## src/hw/tmr2_consts.svh

```systemverilog
/*
 * Register offsets, field positions, reset values and event codes of the
 * sixteen-bit capture/reload/baud timer.
 * Assumes inclusion by bare name from design and bench files alike.
 */
`ifndef TMR2_CONSTS_SVH
`define TMR2_CONSTS_SVH

// Word indices as printed, byte address is four times the index.
`define TMR2_IDX_CTRL        8'hc8
`define TMR2_IDX_MODE        8'hc9
`define TMR2_IDX_RELOAD_LO   8'hca
`define TMR2_IDX_RELOAD_HI   8'hcb
`define TMR2_IDX_COUNT_LO    8'hcc
`define TMR2_IDX_COUNT_HI    8'hcd
`define TMR2_IDX_IRQ_STAT    8'hce
`define TMR2_IDX_IRQ_MASK    8'hcf

`define TMR2_ADDR_CTRL       10'h320
`define TMR2_ADDR_MODE       10'h324
`define TMR2_ADDR_RELOAD_LO  10'h328
`define TMR2_ADDR_RELOAD_HI  10'h32c
`define TMR2_ADDR_COUNT_LO   10'h330
`define TMR2_ADDR_COUNT_HI   10'h334
`define TMR2_ADDR_IRQ_STAT   10'h338
`define TMR2_ADDR_IRQ_MASK   10'h33c

// Control register fields.
`define TMR2_B_OVF           7
`define TMR2_B_EXT_FLAG      6
`define TMR2_B_RX_BAUD       5
`define TMR2_B_TX_BAUD       4
`define TMR2_B_EXT_EN        3
`define TMR2_B_RUN           2
`define TMR2_B_CNT_SEL       1
`define TMR2_B_CAP_SEL       0
`define TMR2_CTRL_RESET      8'h00

// Mode register field.
`define TMR2_B_UPDOWN        0

// Interrupt status bits.
`define TMR2_EV_OVF          0
`define TMR2_EV_EXT          1
`define TMR2_EV_CAPTURE      2
`define TMR2_EV_WIDTH        3

`define TMR2_COUNT_ALL_ONES  16'hffff

`endif

```

## src/hw/tmr2_pkg.sv

```systemverilog
/*
 * Types shared by the timer top and its edge detector.
 * Assumes the constants header is compiled alongside.
 */
package tmr2_pkg;
   typedef enum logic [2:0] {
      TMR2_BUS_IDLE = 3'b001,
      TMR2_BUS_ACK  = 3'b010,
      TMR2_BUS_WAIT = 3'b100
   } tmr2_bus_e;

   typedef logic [15:0] tmr2_count_t;
endpackage

```

## src/hw/tmr2_edge_if.sv

```systemverilog
/*
 * Carries the falling-edge strobes of the two timer pins from the edge
 * detector to the timer core.
 * Assumes both ends share the timer clock.
 */
`timescale 1ns/1ns
interface tmr2_edge_if;
   logic count_fall;
   logic trig_fall;
   logic trig_level;
   modport det  (output count_fall, output trig_fall, output trig_level);
   modport core (input count_fall, input trig_fall, input trig_level);
endinterface

```

## src/hw/tmr2_edge_det.sv

```systemverilog
/*
 * Falling-edge detector for the count input pin and the trigger pin.
 * Assumes the pins are already synchronous to the timer clock.
 */
`timescale 1ns/1ns
module tmr2_edge_det
   import tmr2_pkg::*;
(
   input  wire logic  clk_in,     // timer clock
   input  wire logic  rst_n_in,   // synchronous reset, active low
   input  wire logic  count_in,   // count input pin
   input  wire logic  trig_in,    // trigger pin
   tmr2_edge_if.det   edges       // strobes toward the core
);
   typedef struct packed {
      logic count_d;
      logic trig_d;
   } tmr2_det_s;

   tmr2_det_s st_reg;
   tmr2_det_s st_next;

   always_comb begin
      st_next.count_d = count_in;
      st_next.trig_d  = trig_in;
   end

   // Idle high, so a pin held low through reset gives a fall strobe until the first clock after reset.
   always_ff @(posedge clk_in) begin
      if (!rst_n_in) begin
         st_reg <= 2'b11;
      end else begin
         st_reg <= st_next;
      end
   end

   assign edges.count_fall = st_reg.count_d & ~count_in;
   assign edges.trig_fall  = st_reg.trig_d & ~trig_in;
   assign edges.trig_level = trig_in;
endmodule

```

## src/hw/tmr2_top.sv

```systemverilog
/*
 * Sixteen-bit timer/counter with auto-reload, capture, up/down counting
 * and baud tick outputs, reached over a classic Wishbone slave.
 * Assumes pins synchronous to CLK_SYS_IN and a single-cycle master.
 */
// Added by the designer: the Wishbone slave port.
`timescale 1ns/1ns
`include "tmr2_consts.svh"

// Functional notes
// - Trigger falling edge captures/reloads, sets event flag
// - Event flag requests interrupt when enabled
// - Up/down mode: event flag gives no interrupt
// - Tx baud select routes overflow to tx
// - Rx baud select routes overflow to rx
// - Baud mode forces auto-reload, ignores capture select
// - Reload select: reload on overflow and trigger
// - Capture select: capture count on trigger edge
// - Counter select clear counts peripheral clock
// - Counter select set counts count-pin falls
// - Control resets to zero, bit writable
// - Counting only while run control set
// - Up overflow: flag, interrupt, load reload value
// - Up/down: trigger high up, low down
// - Down underflow at reload value loads all ones
module tmr2_top
   import tmr2_pkg::*;
#(
   parameter int WB_ADDR_W = 10
) (
   input  wire logic        CLK_SYS_IN,      // system clock, 125 MHz
   input  wire logic        RSTN_IN,         // synchronous reset, low
   input  wire logic [WB_ADDR_W-1:0] WB_ADR_IN, // byte address
   input  wire logic [31:0] WB_DAT_IN,       // write data
   input  wire logic [3:0]  WB_SEL_IN,       // byte lanes
   input  wire logic        WB_WE_IN,        // write enable
   input  wire logic        WB_CYC_IN,       // bus cycle
   input  wire logic        WB_STB_IN,       // strobe
   input  wire logic        COUNT_PIN_IN,    // external count input pin
   input  wire logic        TRIGGER_PIN_IN,  // external trigger pin
   output logic [31:0]      WB_DAT_OUT,      // read data
   output logic             WB_ACK_OUT,      // acknowledge
   output logic             WB_ERR_OUT,      // unmapped address
   output logic             TX_BAUD_TICK_OUT,// transmit baud tick
   output logic             RX_BAUD_TICK_OUT,// receive baud tick
   output logic             IRQ_OUT          // interrupt, level high
);
   initial begin
      if (WB_ADDR_W < 10) begin
         $error("WB_ADDR_W must hold the register addresses");
      end
   end

   typedef struct packed {
      tmr2_bus_e   bus;
      logic [31:0] rdata;
      logic        ack;
      logic        err;
      logic [7:0]  ctrl;
      logic        updown;
      tmr2_count_t reload;
      tmr2_count_t count;
      logic [`TMR2_EV_WIDTH-1:0] stat;
      logic [`TMR2_EV_WIDTH-1:0] mask;
      logic        tx_tick;
      logic        rx_tick;
      logic        irq;
   } tmr2_state_s;

   tmr2_state_s st_reg;
   tmr2_state_s st_next;

   tmr2_edge_if edges ();

   tmr2_edge_det u_edge (
      .clk_in   (CLK_SYS_IN),
      .rst_n_in (RSTN_IN),
      .count_in (COUNT_PIN_IN),
      .trig_in  (TRIGGER_PIN_IN),
      .edges    (edges.det)
   );

   logic                 req;
   logic                 wr_req;
   logic                 rd_req;
   logic [WB_ADDR_W-1:0] adr;
   logic                 mapped;
   logic                 baud_mode;
   logic                 tick;
   logic                 count_up;
   logic                 roll;
   logic                 ext_hit;
   logic                 do_capture;
   logic                 do_reload;
   logic [`TMR2_EV_WIDTH-1:0] ev;
   logic [31:0]          rd_val;
   logic [7:0]           wbyte;

   assign req    = WB_CYC_IN & WB_STB_IN;
   assign adr    = WB_ADR_IN;
   assign wbyte  = WB_DAT_IN[7:0];
   assign mapped = (adr[WB_ADDR_W-1:2] >= `TMR2_IDX_CTRL) &&
                   (adr[WB_ADDR_W-1:2] <= `TMR2_IDX_IRQ_MASK) &&
                   (adr[1:0] == 2'b00);

   always_comb begin
      st_next    = st_reg;
      wr_req     = 1'b0;
      rd_req     = 1'b0;
      rd_val     = 32'h0000_0000;
      ev         = '0;
      baud_mode  = st_reg.ctrl[`TMR2_B_TX_BAUD] |
                   st_reg.ctrl[`TMR2_B_RX_BAUD];
      count_up   = !st_reg.updown || edges.trig_level;
      // Timer source ticks every clock; counter source on pin falls.
      tick = st_reg.ctrl[`TMR2_B_RUN] &&
             (st_reg.ctrl[`TMR2_B_CNT_SEL] ?
              edges.count_fall : 1'b1);
      ext_hit    = st_reg.ctrl[`TMR2_B_EXT_EN] && edges.trig_fall;
      roll       = 1'b0;
      do_capture = 1'b0;
      do_reload  = 1'b0;

      // Bus handshake: one ack (err if unmapped) per request, then a gap cycle.
      st_next.ack = 1'b0;
      st_next.err = 1'b0;
      case (st_reg.bus)
         TMR2_BUS_IDLE: begin
            if (req) begin
               st_next.bus = TMR2_BUS_ACK;
               wr_req = WB_WE_IN & mapped;
               rd_req = ~WB_WE_IN & mapped;
               st_next.ack = mapped;
               st_next.err = ~mapped;
            end
         end
         TMR2_BUS_ACK: begin
            st_next.bus = TMR2_BUS_WAIT;
         end
         TMR2_BUS_WAIT: begin
            if (!req) begin
               st_next.bus = TMR2_BUS_IDLE;
            end
         end
         default: begin
            st_next.bus = TMR2_BUS_IDLE;
         end
      endcase

      // Counting, overflow and underflow.
      if (tick) begin
         if (count_up || baud_mode) begin
            if (st_reg.count == `TMR2_COUNT_ALL_ONES) begin
               roll = 1'b1;
               st_next.count = st_reg.reload;
            end else begin
               st_next.count = st_reg.count + 16'h0001;
            end
         end else begin
            if (st_reg.count == st_reg.reload) begin
               roll = 1'b1;
               st_next.count = `TMR2_COUNT_ALL_ONES;
            end else begin
               st_next.count = st_reg.count - 16'h0001;
            end
         end
      end

      // Capture or reload on a trigger edge.
      if (ext_hit) begin
         if (st_reg.ctrl[`TMR2_B_CAP_SEL] && !baud_mode) begin
            do_capture = 1'b1;
            st_next.reload = st_reg.count;
         end else if (!st_reg.updown) begin
            do_reload = 1'b1;
            st_next.count = st_reg.reload;
         end
      end

      // Overflow only raises the flag outside baud generation.
      st_next.tx_tick = roll & st_reg.ctrl[`TMR2_B_TX_BAUD];
      st_next.rx_tick = roll & st_reg.ctrl[`TMR2_B_RX_BAUD];

      // Software writes; hardware sets below win over clears.
      if (wr_req && WB_SEL_IN[0]) begin
         case (adr[9:0])
            `TMR2_ADDR_CTRL:      st_next.ctrl = wbyte;
            `TMR2_ADDR_MODE:      st_next.updown = wbyte[`TMR2_B_UPDOWN];
            `TMR2_ADDR_RELOAD_LO: st_next.reload[7:0] = wbyte;
            `TMR2_ADDR_RELOAD_HI: st_next.reload[15:8] = wbyte;
            `TMR2_ADDR_COUNT_LO:  st_next.count[7:0] = wbyte;
            `TMR2_ADDR_COUNT_HI:  st_next.count[15:8] = wbyte;
            `TMR2_ADDR_IRQ_MASK:
               st_next.mask = wbyte[`TMR2_EV_WIDTH-1:0];
            default: begin
            end
         endcase
      end

      if (roll && !baud_mode) begin
         st_next.ctrl[`TMR2_B_OVF] = 1'b1;
         ev[`TMR2_EV_OVF] = 1'b1;
      end
      if (do_capture || do_reload) begin
         st_next.ctrl[`TMR2_B_EXT_FLAG] = 1'b1;
         if (!st_reg.updown) begin
            ev[`TMR2_EV_EXT] = 1'b1;
         end
      end
      ev[`TMR2_EV_CAPTURE] = do_capture;

      // Read mux; a status read clears what it returned.
      case (adr[9:0])
         `TMR2_ADDR_CTRL:      rd_val[7:0] = st_reg.ctrl;
         `TMR2_ADDR_MODE:      rd_val[0] = st_reg.updown;
         `TMR2_ADDR_RELOAD_LO: rd_val[7:0] = st_reg.reload[7:0];
         `TMR2_ADDR_RELOAD_HI: rd_val[7:0] = st_reg.reload[15:8];
         `TMR2_ADDR_COUNT_LO:  rd_val[7:0] = st_reg.count[7:0];
         `TMR2_ADDR_COUNT_HI:  rd_val[7:0] = st_reg.count[15:8];
         `TMR2_ADDR_IRQ_STAT:  rd_val[`TMR2_EV_WIDTH-1:0] = st_reg.stat;
         `TMR2_ADDR_IRQ_MASK:  rd_val[`TMR2_EV_WIDTH-1:0] = st_reg.mask;
         default:              rd_val = 32'h0000_0000;
      endcase
      if (rd_req) begin
         st_next.rdata = rd_val;
         if (adr[9:0] == `TMR2_ADDR_IRQ_STAT) begin
            st_next.stat = '0;
         end
      end else if (req && st_reg.bus == TMR2_BUS_IDLE) begin
         st_next.rdata = 32'h0000_0000;
      end
      st_next.stat = st_next.stat | ev;
      st_next.irq  = |(st_next.stat & st_next.mask);
   end

   always_ff @(posedge CLK_SYS_IN) begin
      if (!RSTN_IN) begin
         st_reg.bus     <= TMR2_BUS_IDLE;
         st_reg.rdata   <= 32'h0000_0000;
         st_reg.ack     <= 1'b0;
         st_reg.err     <= 1'b0;
         st_reg.ctrl    <= `TMR2_CTRL_RESET;
         st_reg.updown  <= 1'b0;
         st_reg.reload  <= 16'h0000;
         st_reg.count   <= 16'h0000;
         st_reg.stat    <= '0;
         st_reg.mask    <= '0;
         st_reg.tx_tick <= 1'b0;
         st_reg.rx_tick <= 1'b0;
         st_reg.irq     <= 1'b0;
      end else begin
         st_reg <= st_next;
      end
   end

   assign WB_DAT_OUT       = st_reg.rdata;
   assign WB_ACK_OUT       = st_reg.ack;
   assign WB_ERR_OUT       = st_reg.err;
   assign TX_BAUD_TICK_OUT = st_reg.tx_tick;
   assign RX_BAUD_TICK_OUT = st_reg.rx_tick;
   assign IRQ_OUT          = st_reg.irq;
endmodule

```

## config.mk

```make
export PLATFORM = sky130hd
export DESIGN_NAME = tmr2_top
export DESIGN_NICKNAME = d
export VERILOG_FILES = /design/src/hw/tmr2_pkg.sv /design/src/hw/tmr2_edge_if.sv /design/src/hw/tmr2_edge_det.sv /design/src/hw/tmr2_top.sv
export VERILOG_INCLUDE_DIRS = /design/src /design/src/hw
export SDC_FILE = /design/constraint.sdc
export NUM_CORES = 1
export LEC_CHECK = 0
export ABC_AREA = 1
export BUFFER_PORTS_ARGS = -buffer_cell sky130_fd_sc_hd__buf_4
export CAP_MARGIN = 25
export CORE_MARGIN = 2
export CORE_UTILIZATION = 25
export CTS_CLUSTER_SIZE = 25
export DETAILED_ROUTE_END_ITERATION = 10
export PLACE_DENSITY = 0.44
export SLEW_MARGIN = 15
export SYNTH_ARGS = -nofsm -noshare
export SYNTH_HDL_FRONTEND = slang
export SYNTH_SLANG_ARGS = --single-unit
```

## constraint.sdc

```tcl
create_clock -name CLK_SYS_IN -period 3.9 [get_ports CLK_SYS_IN]
set_input_delay 0.78 -clock CLK_SYS_IN [delete_from_list [all_inputs] [get_ports CLK_SYS_IN]]
set_output_delay 0.78 -clock CLK_SYS_IN [all_outputs]
set_load 0.01 [all_outputs]
```

==> results by group <==
Run status
  – Outcome: finished, final reports clean

Setup path
  – Slowest stage cell, crit path: dfxtp_1
  – Crit. End Element: register
  – CP Depth: 12
  – Startpoint types: register
  – Reg2reg path depth: 12
  – Crit-path max cell delay: 0.67 ns
  – Crit Path Category: register to register
  – Top cell by count, worst path: nand2_1
  – Critical Path RT: 4.19 ns
  – CP arrival: 2.76 ns
  – Worst-path maximum fanout: 12
  – Worst Path Buf+Inv: 1
  – Worst-path cell chain: inv_1 > nand2_1 > nand2_1 > nor2_1 > nand2_1 > nor2_2 > nand3_4 > a21oi_2 > nand2_2 > nand2_1 > nand2_1 > nand2_1
  – Largest delay share family, worst path: simple AND/OR/NAND/NOR gates

Final layout
  – Layout cell share with drive strength beyond 1: 14.2%
  – Nets: 908
  – Finished Layout Cells: 1128
  – Post-route cell area: 5670 sq um
  – Inserted Diodes: 0
  – Area growth, synth to finish: 12.1%
  – Max FFs per register: 50

Synthesis
  – Ys async rst share: 0%
  – Top cells by area, synth: dfxtp_1, nand2_1, o21ai_0
  – Post-Syn Area per Cell: 6.02 sq um
  – Seq/Total Area, Yosys: 25.7%
  – Synth Register Bits: 65
  – Post-synth EDFFs: 0
  – Synth cell types: 39
  – Post-Syn Area: 5060 sq um
  – Main flop type after synthesis: dfxtp_1
  – Top-count cell post-synth: nand2_1
  – Post-Syn Instances: 840
  – Synth Warn #: 0
  – Synth top cells by count: nand2_1, inv_1, o21ai_0
  – Share of Yosys cell area claimed by the top area cell type: 25.7%
  – Synth area leader: dfxtp_1

CTS
  – # H-tree levels: 3
  – Hold buffers post-CTS: 0
  – Clk_lat worst skew: 0.34 ns
  – Root buffer cell: clkbuf_16
  – Clock sink count: 65
  – Post-CTS sizing: 0
  – Reg clk slew, reported paths: 0.06 ns
  – Setup bufs post-CTS: 0
  – Clk buf depth: 2
  – Cts bufs inserted: 9
  – CTS tree: done

Timing
  – Max frequency: 404 MHz
  – RSZ-0062 raised after global routing: false
  – Final Setup Violations: 0
  – Worst slew margin: 44.3%
  – Measured slew at the worst slew-check pin: 0.835 ns
  – Min Hold Slack: 0.467 ns
  – Min Tclk post-route: 2.48 ns
  – Fin Setup TNS: 0 ns
  – Layout Skew: 0.00739 ns
  – Final slew viol count: 0
  – Hold Vio Cnt, Final: 0
  – Crit share post-route: 63.5%

Place
  – Post-detail-place hpwl: 13600 um
  – DP Cell Count: 1112
  – GPL Wtd Cong: 0.854
  – Count of buffers from port buffering: 38
  – Placement Cell Area: 5370 sq um

Floorplanning
  – Core box area: 20000 sq um
  – I/O pin count: 90
  – Die Width: 146 um
  – Initial Utilization: 25.2%
  – FP Rows: 52
  – Die area: 21400 sq um
  – Die span in y: 146 um

Route
  – DR DRC count: 0
  – Vias per cell: 4.58
  – Wire per inst: 15.9 um
  – Drt first pass iters: 5
  – DRT Wirelength: 18000 um
  – Routed vias: 5161
  – Initial DRC count: 384
  – Remaining antenna violation count: 0

GRT
  – GRT Total Usage: 17.1%
  – Largest net degree at the start of global routing: 43
  – First-pass GRT wire length: 28500 um
  – Overflow after GRT: 0
  – Initial antenna violation count: 0
  – Number of global-route vias before repair: 4857

Power
  – Clock network power share: 53.3%
  – Share of power burned in registers: 41.9%
  – Worst ir drop on vdd: 0.154 mV
  – Combinational share of power: 4.8%
  – P_leak: 2.54 nW
  – Sw Ratio: 23.6%
  – Pwr per Cell Area: 281 nW/um^2
  – Switch Pwr: 376 uW
  – Internal cell power: 1.22 mW

Job
  – Number of max-cap violations: 0

Worst hold path
  – WHS Path Cells: 2
  – Worst hold-check path type: register to register
-- routing by layer --
| layer | track usage [%] | routed length (um) |
|---|---|---|
| met5 | 0 | 0 |
| met2 | 26.6 | 7990 |
| met1 | 24.5 | 8760 |
| met4 | 4.42 | 237 |
| met3 | 2.97 | 963 |
-- layout make-up --
| cell class | count | area [sq um] |
|---|---|---|
| clock buffers | 11 | 253 |
| fillers | 2370 | 14400 |
| well taps | 270 | 338 |
| multi-input cells | 620 | 2980 |
| clock inverters | 5 | 53.8 |
| inverters | 115 | 434 |
| repair buffers | 42 | 315 |
| flip-flops and latches | 65 | 1300 |
-- stage by stage --
| step | utilization (%) | total power [mW] | setup WS, ns |
|---|---|---|---|
| floorplan | - | 0.737 | 1.85 |
| global placement | 26.8 | 0.759 | 1.18 |
| detailed placement | 26.8 | 0.759 | 1.18 |
| CTS | 28.3 | 1.61 | 1.48 |
| global route | 28.3 | 1.65 | 1.34 |
| finish | 28.3 | 1.59 | 1.42 |
-- path summary, 6_finish.rpt --
kind | from | end | slack, ns
hold reg to reg | WB_DAT_OUT[6]$_SDFFE_PN0P_ | WB_DAT_OUT[6]$_SDFFE_PN0P_ | 0.47
setup / recovery | st_reg[16]$_SDFF_PN0_ | IRQ_OUT$_SDFF_PN0_ | 1.42
hold / removal | WB_DAT_OUT[6]$_SDFFE_PN0P_ | WB_DAT_OUT[6]$_SDFFE_PN0P_ | 0.47
setup reg to reg | st_reg[16]$_SDFF_PN0_ | IRQ_OUT$_SDFF_PN0_ | 1.42
-- kinds of logic (layout without fill, tap and decap cells) --
logic type / after synthesis / count (layout) / synth area share [%]
and+or+nand+nor: 425 / 425 / 37.7
buffers and inverters: 178 / 173 / 17.2
AOI/OAI and AO/OA: 160 / 160 / 17.2
DFF: 65 / 65 / 25.7
xor gates and xnor gates: 9 / 9 / 1.56
adders and majority gates: 2 / 2 / 0.495
other: 1 / 24 / 0.0741
-- layout by cell type (no fill, tap or decap), types with 4 or more instances in the layout --
master and count:
o22ai_1 13, inv_1 94, nor3_1 5, nand4_1 14, nand2_2 7, clkbuf_16 9
xor2_1 8, o221ai_1 4, o21ai_0 81, a21oi_1 50, buf_4 42, conb_1 24
nor2_2 16, inv_2 19, nor2_1 59, nand3_1 51, nor2_4 9, dfxtp_1 65
nand2_1 252
-- tightest hold or removal path, delay by kind of cell (launching register included) --
kind	cells	cell delay [ns]
flip-flops	1	0.31
AO/OA/AOI/OAI	1	0.05
AND/OR/NAND/NOR	1	0.06
-- power by group through the flow --
stage / sequential, mW / combinational, mW / clock [mW]
floorplan: 0.682 / 0.0546 / 0
global placement: 0.682 / 0.0774 / 0
detailed placement: 0.682 / 0.0768 / 0
CTS: 0.667 / 0.0770 / 0.869
global route: 0.667 / 0.0848 / 0.900
finish: 0.668 / 0.0773 / 0.849
(Power assumes the default switching activity.)
